===== src/verilog/sca_pkg.sv =====
// Purpose: shared constants for the switched-capacitor type-A control block
// Assumes: 32-bit APB, one register per aligned word, byte address = 4 x index
// Notes: index values are the printed register offsets
package sca_pkg;
	localparam int NUM_UNITS = 4;
	localparam int ADDR_W = 12;
	localparam int CAP_UNITS = 31;
	localparam int CNT_W = 8;
	localparam logic [7:0] CFG_RESET = 8'h00;
	// register indexes per unit, unit 0 in the lowest byte
	localparam logic [3:0][7:0] IDX_CFG0 = {8'h9c, 8'h94, 8'h88, 8'h80};
	localparam logic [3:0][7:0] IDX_CFG1 = {8'h9d, 8'h95, 8'h89, 8'h81};
	localparam logic [3:0][7:0] IDX_CFG2 = {8'h9e, 8'h96, 8'h8a, 8'h82};
	localparam logic [3:0][7:0] IDX_CFG3 = {8'h9f, 8'h97, 8'h8b, 8'h83};
	localparam logic [7:0] IDX_STATUS = 8'ha0;
	// cfg2 fields
	localparam int COL_DRIVE_BIT = 7;
	localparam int CMP_DRIVE_BIT = 6;
	localparam int NULL_BIT = 5;
	localparam int CAP_MSB = 4;
	localparam int CAP_LSB = 0;
	// cfg0 and cfg3 fields
	localparam int PHASE_SWAP_BIT = 6;
	localparam int FB_SW_BIT = 5;
	// status fields
	localparam int STAT_CMP_LSB = 0;
	localparam int STAT_COL_LSB = 4;
endpackage : sca_pkg


===== src/verilog/sca_unit_if.sv =====
// Purpose: carries configuration and switch enables between control and one unit
// Assumes: single pclk domain
// Notes: none
`timescale 1ns/100ps
`default_nettype none
interface sca_unit_if;
	logic [7:0] cfg0;
	logic [7:0] cfg2;
	logic [7:0] cfg3;
	logic cmp_result;
	logic col_drive;
	logic cmp_bus;
	logic cmp_latched;
	logic short_sw;
	logic br_gnd;
	logic br_amp;
	logic fb_sw;
	logic [sca_pkg::CAP_UNITS-1:0] cap_units;
	modport ctrl (
		output cfg0,
		output cfg2,
		output cfg3,
		output cmp_result,
		input col_drive,
		input cmp_bus,
		input cmp_latched,
		input short_sw,
		input br_gnd,
		input br_amp,
		input fb_sw,
		input cap_units
	);
	modport unit (
		input cfg0,
		input cfg2,
		input cfg3,
		input cmp_result,
		output col_drive,
		output cmp_bus,
		output cmp_latched,
		output short_sw,
		output br_gnd,
		output br_amp,
		output fb_sw,
		output cap_units
	);
endinterface : sca_unit_if
`default_nettype wire


===== src/verilog/sca_ctrl.sv =====
// Purpose: APB register bank and switch control for four type-A units
// Assumes: phase inputs synchronous to pclk; zero-wait APB answer
// Notes: units 0..3 each drive a separate column comparator bus
//
// Summary of operation
// - with column bus drive at 0 the column bus switch stays open.
// - with drive set and no phase swap the column bus is driven only late in phase two.
// - with drive set and phase swap set the column bus is driven continuously.
// - bit 6 of cfg2 gates the latched comparator result onto the comparator bus.
// - an undriven comparator bus reads low.
// - the comparator is sampled on rising internal phase one and held through phase two.
// - with offset-null at 0 the short switch is open and both branches go to the amp.
// - with offset-null at 1 the short switch closes in phase one, branches grounded then.
// - the feedback switch is open at 0, else always closed or only in phase two with null.
// - cfg2 bits 4:0 give an unsigned count of 0 to 31 unit capacitors.
// - cfg2 is read/write, resets to zero, fields drive, comparator, null and size.
// - cfg2 of the four units sits at 82h, 8Ah, 96h and 9Eh.
// - cfg1 of the four units sits at 81h, 89h, 95h and 9Dh.
`timescale 1ns/100ps
`default_nettype none
module sca_ctrl (
	input wire logic pclk,
	input wire logic presetn,
	input wire logic psel,
	input wire logic penable,
	input wire logic pwrite,
	input wire logic [sca_pkg::ADDR_W-1:0] paddr,
	input wire logic [31:0] pwdata,
	input wire logic [3:0] pstrb,
	output logic [31:0] prdata,
	output logic pready,
	output logic pslverr,
	input wire logic phase_one,
	input wire logic phase_two,
	input wire logic [sca_pkg::NUM_UNITS-1:0] cmp_result,
	output logic [sca_pkg::NUM_UNITS-1:0] column_bus_drive_en,
	output logic [sca_pkg::NUM_UNITS-1:0] cmp_bus,
	output logic [sca_pkg::NUM_UNITS-1:0] offset_short_sw,
	output logic [sca_pkg::NUM_UNITS-1:0] branch_to_gnd,
	output logic [sca_pkg::NUM_UNITS-1:0] branch_to_amp,
	output logic [sca_pkg::NUM_UNITS-1:0] integ_feedback_switch,
	output logic [sca_pkg::NUM_UNITS*sca_pkg::CAP_UNITS-1:0] c_branch_cap_units
);
	typedef struct packed {
		logic [3:0][7:0] cfg0;
		logic [3:0][7:0] cfg1;
		logic [3:0][7:0] cfg2;
		logic [3:0][7:0] cfg3;
		logic [31:0] prdata;
		logic pready;
		logic pslverr;
	} sca_ctrl_state_t;

	sca_ctrl_state_t s;
	sca_ctrl_state_t next_s;
	logic [sca_pkg::NUM_UNITS-1:0] stat_cmp;
	logic [sca_pkg::NUM_UNITS-1:0] stat_col;

	sca_unit_if uif[sca_pkg::NUM_UNITS] ();

	genvar g;
	generate
		for (g = 0; g < sca_pkg::NUM_UNITS; g++) begin : g_unit
			assign uif[g].cfg0 = s.cfg0[g];
			assign uif[g].cfg2 = s.cfg2[g];
			assign uif[g].cfg3 = s.cfg3[g];
			assign uif[g].cmp_result = cmp_result[g];
			sca_unit u_unit (
				.pclk(pclk),
				.presetn(presetn),
				.phase_one(phase_one),
				.phase_two(phase_two),
				.u(uif[g])
			);
			assign column_bus_drive_en[g] = uif[g].col_drive;
			assign cmp_bus[g] = uif[g].cmp_bus;
			assign offset_short_sw[g] = uif[g].short_sw;
			assign branch_to_gnd[g] = uif[g].br_gnd;
			assign branch_to_amp[g] = uif[g].br_amp;
			assign integ_feedback_switch[g] = uif[g].fb_sw;
			assign c_branch_cap_units[g*sca_pkg::CAP_UNITS +: sca_pkg::CAP_UNITS] =
				uif[g].cap_units;
			assign stat_cmp[g] = uif[g].cmp_latched;
			assign stat_col[g] = uif[g].col_drive;
		end
	endgenerate

	always_comb begin
		logic [sca_pkg::ADDR_W-3:0] sel;
		logic hit;
		logic [31:0] rdata;
		logic wr;
		sel = paddr[sca_pkg::ADDR_W-1:2];
		hit = 1'b0;
		rdata = 32'h0000_0000;
		wr = 1'b0;
		next_s = s;
		// register map decode
		for (int i = 0; i < sca_pkg::NUM_UNITS; i++) begin
			if (sel == {2'b00, sca_pkg::IDX_CFG0[i]}) begin
				hit = 1'b1;
				rdata = {24'h00_0000, s.cfg0[i]};
			end
			if (sel == {2'b00, sca_pkg::IDX_CFG1[i]}) begin
				hit = 1'b1;
				rdata = {24'h00_0000, s.cfg1[i]};
			end
			if (sel == {2'b00, sca_pkg::IDX_CFG2[i]}) begin
				hit = 1'b1;
				rdata = {24'h00_0000, s.cfg2[i]};
			end
			if (sel == {2'b00, sca_pkg::IDX_CFG3[i]}) begin
				hit = 1'b1;
				rdata = {24'h00_0000, s.cfg3[i]};
			end
		end
		if (sel == {2'b00, sca_pkg::IDX_STATUS}) begin
			hit = 1'b1;
			rdata = 32'h0000_0000;
			rdata[sca_pkg::STAT_CMP_LSB +: sca_pkg::NUM_UNITS] = stat_cmp;
			rdata[sca_pkg::STAT_COL_LSB +: sca_pkg::NUM_UNITS] = stat_col;
		end
		// answer one cycle after setup, zero wait in access
		next_s.pready = psel & ~penable;
		// error flag stands only with pready
		next_s.pslverr = 1'b0;
		if (psel & ~penable) begin
			next_s.prdata = pwrite ? 32'h0000_0000 : rdata;
			next_s.pslverr = ~hit;
		end
		// write lands at the accepting edge
		wr = psel & penable & s.pready & pwrite & pstrb[0];
		if (wr) begin
			for (int i = 0; i < sca_pkg::NUM_UNITS; i++) begin
				if (sel == {2'b00, sca_pkg::IDX_CFG0[i]}) begin
					next_s.cfg0[i] = pwdata[7:0];
				end
				if (sel == {2'b00, sca_pkg::IDX_CFG1[i]}) begin
					next_s.cfg1[i] = pwdata[7:0];
				end
				if (sel == {2'b00, sca_pkg::IDX_CFG2[i]}) begin
					next_s.cfg2[i] = pwdata[7:0];
				end
				if (sel == {2'b00, sca_pkg::IDX_CFG3[i]}) begin
					next_s.cfg3[i] = pwdata[7:0];
				end
			end
		end
	end

	always_ff @(posedge pclk or negedge presetn) begin
		if (!presetn) begin
			s.cfg0 <= {4{sca_pkg::CFG_RESET}};
			s.cfg1 <= {4{sca_pkg::CFG_RESET}};
			s.cfg2 <= {4{sca_pkg::CFG_RESET}};
			s.cfg3 <= {4{sca_pkg::CFG_RESET}};
			s.prdata <= 32'h0000_0000;
			s.pready <= 1'b0;
			s.pslverr <= 1'b0;
		end else begin
			s <= next_s;
		end
	end

	assign prdata = s.prdata;
	assign pready = s.pready;
	assign pslverr = s.pslverr;
endmodule : sca_ctrl
`default_nettype wire


===== src/verilog/sca_unit.sv =====
// Purpose: switch phasing for one switched-capacitor type-A unit
// Assumes: phase inputs synchronous to pclk and non-overlapping
// Notes: configuration is taken over at each rising internal phase edge
`timescale 1ns/100ps
`default_nettype none
module sca_unit (
	input wire logic pclk,
	input wire logic presetn,
	input wire logic phase_one,
	input wire logic phase_two,
	sca_unit_if.unit u
);
	typedef struct packed {
		logic p1_d;
		logic p2_d;
		logic [7:0] act_cfg2;
		logic act_swap;
		logic act_fb;
		logic [sca_pkg::CNT_W-1:0] p2_cnt;
		logic [sca_pkg::CNT_W-1:0] p2_len;
		logic cmp_latch;
		logic col_drive;
		logic cmp_bus;
		logic short_sw;
		logic br_gnd;
		logic br_amp;
		logic fb_sw;
		logic [sca_pkg::CAP_UNITS-1:0] cap_units;
	} sca_unit_state_t;

	sca_unit_state_t s;
	sca_unit_state_t next_s;

	always_comb begin
		logic ip1;
		logic ip2;
		logic late;
		logic col_en;
		logic nul;
		ip1 = 1'b0;
		ip2 = 1'b0;
		late = 1'b0;
		col_en = 1'b0;
		nul = 1'b0;
		next_s = s;
		// swapped phasing exchanges the internal phases
		ip1 = s.act_swap ? phase_two : phase_one;
		ip2 = s.act_swap ? phase_one : phase_two;
		next_s.p1_d = ip1;
		next_s.p2_d = ip2;
		// new settings take effect only at a phase edge
		if ((ip1 & ~s.p1_d) | (ip2 & ~s.p2_d)) begin
			next_s.act_cfg2 = u.cfg2;
			next_s.act_swap = u.cfg0[sca_pkg::PHASE_SWAP_BIT];
			next_s.act_fb = u.cfg3[sca_pkg::FB_SW_BIT];
		end
		// phase two length, measured to find its final portion
		if (ip2 & ~s.p2_d) begin
			next_s.p2_cnt = '0;
		end else if (ip2 && s.p2_cnt != {sca_pkg::CNT_W{1'b1}}) begin
			next_s.p2_cnt = s.p2_cnt + 1'b1;
		end
		if (~ip2 & s.p2_d) begin
			next_s.p2_len = s.p2_cnt;
		end
		// rising cycle skipped, its count is left from the last phase two
		late = ip2 & s.p2_d & (s.p2_cnt >= (s.p2_len >> 1));
		col_en = s.act_cfg2[sca_pkg::COL_DRIVE_BIT];
		nul = s.act_cfg2[sca_pkg::NULL_BIT];
		// bus switch open when disabled
		// late phase two only
		// continuous when swapped
		next_s.col_drive = col_en & (s.act_swap | late);
		// latch comparator on rising internal phase one
		if (ip1 & ~s.p1_d) begin
			next_s.cmp_latch = u.cmp_result;
		end
		// comparator bus enable, low when not driven
		next_s.cmp_bus = s.act_cfg2[sca_pkg::CMP_DRIVE_BIT] & next_s.cmp_latch;
		// offset nulling switches
		next_s.short_sw = nul & ip1;
		next_s.br_gnd = nul & ip1;
		next_s.br_amp = ~nul | ip2;
		// integrator feedback switch
		next_s.fb_sw = s.act_fb & (~nul | ip2);
		// unit capacitors enabled by binary count
		for (int i = 0; i < sca_pkg::CAP_UNITS; i++) begin
			next_s.cap_units[i] = (i < int'(s.act_cfg2[sca_pkg::CAP_MSB:sca_pkg::CAP_LSB]));
		end
	end

	always_ff @(posedge pclk or negedge presetn) begin
		if (!presetn) begin
			s <= '0;
		end else begin
			s <= next_s;
		end
	end

	assign u.col_drive = s.col_drive;
	assign u.cmp_bus = s.cmp_bus;
	assign u.cmp_latched = s.cmp_latch;
	assign u.short_sw = s.short_sw;
	assign u.br_gnd = s.br_gnd;
	assign u.br_amp = s.br_amp;
	assign u.fb_sw = s.fb_sw;
	assign u.cap_units = s.cap_units;
endmodule : sca_unit
`default_nettype wire


===== config.mk =====
export PLATFORM = sky130hd
export DESIGN_NAME = sca_ctrl
export DESIGN_NICKNAME = d
export VERILOG_FILES = /design/src/verilog/sca_pkg.sv /design/src/verilog/sca_unit_if.sv /design/src/verilog/sca_ctrl.sv /design/src/verilog/sca_unit.sv
export SDC_FILE = /design/constraint.sdc
export NUM_CORES = 1
export LEC_CHECK = 0
export BUFFER_PORTS_ARGS = -buffer_cell sky130_fd_sc_hd__buf_2
export CAP_MARGIN = 20
export CORE_MARGIN = 2
export CORE_UTILIZATION = 50
export CTS_BUF_LIST = sky130_fd_sc_hd__clkbuf_8 sky130_fd_sc_hd__clkbuf_16
export DETAILED_ROUTE_END_ITERATION = 12
export PLACE_DENSITY = 0.82
export SETUP_SLACK_MARGIN = 0.05
export SKIP_CTS_REPAIR_TIMING = 1
export SYNTH_ARGS = -nofsm -noshare
export SYNTH_HDL_FRONTEND = slang
export SYNTH_SLANG_ARGS = --single-unit

===== constraint.sdc =====
create_clock -name pclk -period 2.9 [get_ports pclk]
set_clock_uncertainty 0.1 [all_clocks]
set_input_delay 0.145 -clock pclk [delete_from_list [all_inputs] [get_ports pclk]]
set_output_delay 0.145 -clock pclk [all_outputs]
set_load 0.01 [all_outputs]

==> results by group <==
Die
  • Chip height: 195 microns
  • Starting Density: 50.9%
  • Width of the die: 195 microns
  • Row Count: 69
  • Ports: 241
  • Core Region: 35700 sq um
  • Full die area: 37900 sq um

Routing
  • Antenna-violating nets left: 0
  • Vias: 11700
  • Met2 WL post-DR: 19300 microns
  • DRT Pass-1 Iters: 5
  • Routed wire per std cell: 19.1 microns
  • Vias/cell: 5.56
  • Initial DRC count: 807
  • # DRC: 0
  • Final WL: 40000 microns
  • Met3 WL: 2890 microns
  • Metal-1 WL: 16700 microns
  • DR top layer: met5

Global routing
  • Vias in the first global route: 12000
  • GRT overflow: 0
  • GRT Total Usage: 21.3%
  • Largest net degree at the start of global routing: 95
  • First-pass GRT wire length: 64600 microns
  • Initial antenna violation count: 8

Place
  • HPWL Detailed: 27700 microns
  • GP Congestion: 0.927
  • Input/output buffers: 187
  • Total placed cells including tap cells: 2015

Logic synthesis
  • Syn_area_per_cell: 11.7 sq um
  • FFs w/ async S/R, synth: 100%
  • Post-synthesis cell count: 1549
  • Ys flop type: dfrtp_1
  • Yosys reg bits: 394
  • Mapped cell area: 18200 sq um
  • Yosys warnings: 0
  • Netlist cell types: 71
  • Seq/Total Area, Yosys: 54.3%
  • Number of synthesized flops with an enable pin: 0

CTS
  • Clock H-tree levels: 2
  • Clock Path Buffers: 3
  • Clk sink count: 394
  • CTS clk-pin slew, worst paths: 0.06 ns
  • Inserted Clock Buffers: 40
  • Skew-Pair Late Insertion Delay: 0.53 ns
  • TritonCTS clock tree: built
  • Root Driver: clkbuf_16

Hold path
  • Hold_sp: pwdata[1]
  • Hold endpoint: s[107]
  • Worst min path class: primary input to flop
  • Hold Path Depth: 3

Cells and area
  • Layout cells sized above 1: 31.8%
  • Final nets: 1696
  • Commonest non-fill, non-tap cell in the layout: dfrtp_1
  • Most frequent cells in the layout: dfrtp_1, mux2_2, buf_2
  • Fillers: 2873
  • Synth-to-layout area growth: 9.75%
  • Final Non-Filler Cells: 2101

Timing
  • RSZ-0062 raised after global routing: false
  • TNS Setup: 0 ns
  • Final Setup Violations: 0
  • Hold Vio Cnt, Final: 2
  • Fin. max-slew vios: 0
  • Final min period: 2.11 ns
  • Worst-Margin Slew: 0.783 ns
  • Post-route clock period utilization: 72.6%
  • FMAX: 475 MHz
  • Relative slew slack: 47.1%
  • Hold Worst Slack: -0.0326 ns

Critical path
  • Crit. End Element: flop
  • R2R cell count: 4
  • R2r setup slk: 0.79 ns
  • CP Launch Type: flop
  • RR Endpoint: uif[1].cfg3[2]
  • CP Data Required Time: 3.20 ns
  • Worst endpoint data arrival time: 2.41 ns
  • Worst-path fanout max: 8
  • Reg2Reg Launch Point: pready
  • Crit path kind: flop to flop

Power
  • Power per cell area: 603 nW/um^2
  • Peak supply drop: 0.309 mV
  • Leak: 0.0103 uW

Status
  • Violated checks: hold timing
  • Outcome: complete, but fails checks

Run
  • Maximum Capacitance Violations: 0
==> cells by family (layout without fill, tap and decap cells) <==
family,count (synthesis),after routing,synth area share [%]
xor gates and xnor gates,28,28,1.35
and+or+nand+nor,352,352,9.48
DFF,394,394,54.3
buffers and inverters,301,364,9.98
adders and majority gates,32,32,2.20
muxes,234,234,14.9
other,1,29,0.0206
AOI/OAI and AO/OA,207,207,7.76
==> final cells by class <==
cell class | count | area (sq um) | area share, %
Inverter | 65 | 244 | 1.22
Clock inverter | 24 | 219 | 1.10
Sequential cell | 394 | 9860 | 49.5
Tap cell | 461 | 577 | 2.89
Multi-Input combinational cell | 877 | 6580 | 33.0
Timing Repair Buffer | 227 | 1320 | 6.64
Clock buffer | 48 | 1120 | 5.63
Antenna cell | 5 | 12.5 | 0.0628
==> flip-flops by register name, summed over array words and instances, names as in the netlist, 8 cells and up <==
| name | flops |
|---|---|
| g_unit.u_unit.s | 108 |
| g_unit.u_unit.u.cap_units | 124 |
| prdata | 8 |
| s | 32 |
| uif.cfg0 | 32 |
| uif.cfg2 | 32 |
| uif.cfg3 | 32 |
==> layer usage <==
metal	up-vias	track usage, %
met5	-	0
met4	6	7.46
met3	89	4.72
met2	430	35.1
met1	5878	27.9
li1	5269	-
==> power by group <==
part           total, uW  switching [uW]  internal, uW
clock network       5190            2090          3110
registers           5820             168          5650
logic               1020             591           425
==> critical path: stages, from the launching register on <==
cell     delay, ns
dfrtp_1       0.38
and3_1        0.33
nand3_1       0.24
nor2_2        0.53
mux2_2        0.40
==> worst max-delay path by stage <==
stage	depth (start not counted)	slack, ns	to	startpoint
2_1_floorplan	7	0.93	prdata[6]	paddr[6]
6_report	4	0.79	uif[1].cfg3[2]	pready
3_3_place_gp	5	0.50	uif[0].cfg2[3]	paddr[6]
4_1_cts	3	0.58	g_unit[0].u_unit.s[60]	g_unit[0].u_unit.s[55]
3_5_place_dp	5	0.47	uif[0].cfg2[1]	paddr[6]
5_1_grt	6	0.63	g_unit[3].u_unit.s[51]	g_unit[3].u_unit.s[48]
==> stage by stage <==
stage          hold slack (ns)  power [uW]  instance area (sq um)  setup WS (ns)  util, %
2_1_floorplan           -0.251        6540                  18300          0.928        -
3_3_place_gp            0.0538        6870                  18500          0.503     51.9
3_5_place_dp            0.0669        6920                  18500          0.470     51.9
4_1_cts                 -0.500       12100                  19800          0.584     55.6
5_1_grt                0.00991       12500                  19900          0.630     55.9
6_report               -0.0326       12000                  19900          0.794     55.9
==> cells in the mapped netlist, drive strengths merged (9+ instances only) <==
library cell | n | share of area, %
mux4 | 9 | 1.1
o211ai | 14 | 0.58
o22ai | 15 | 0.52
o21bai | 19 | 0.79
nand2 | 86 | 1.8
buf | 191 | 7.7
a21boi | 17 | 0.70
mux2 | 205 | 13
nand3 | 28 | 0.77
clkbuf | 45 | 0.93
nor2b | 25 | 0.86
nor2 | 121 | 2.6
and3 | 12 | 0.41
inv | 65 | 1.3
a21oi | 29 | 0.80
ha | 32 | 2.2
xor2 | 24 | 1.2
mux2i | 20 | 1.1
dfrtp | 394 | 54
nand2b | 16 | 0.55
and2 | 9 | 0.31
o21ai | 45 | 1.2
nor3 | 18 | 0.52
Power figures use the tool's default switching activity.
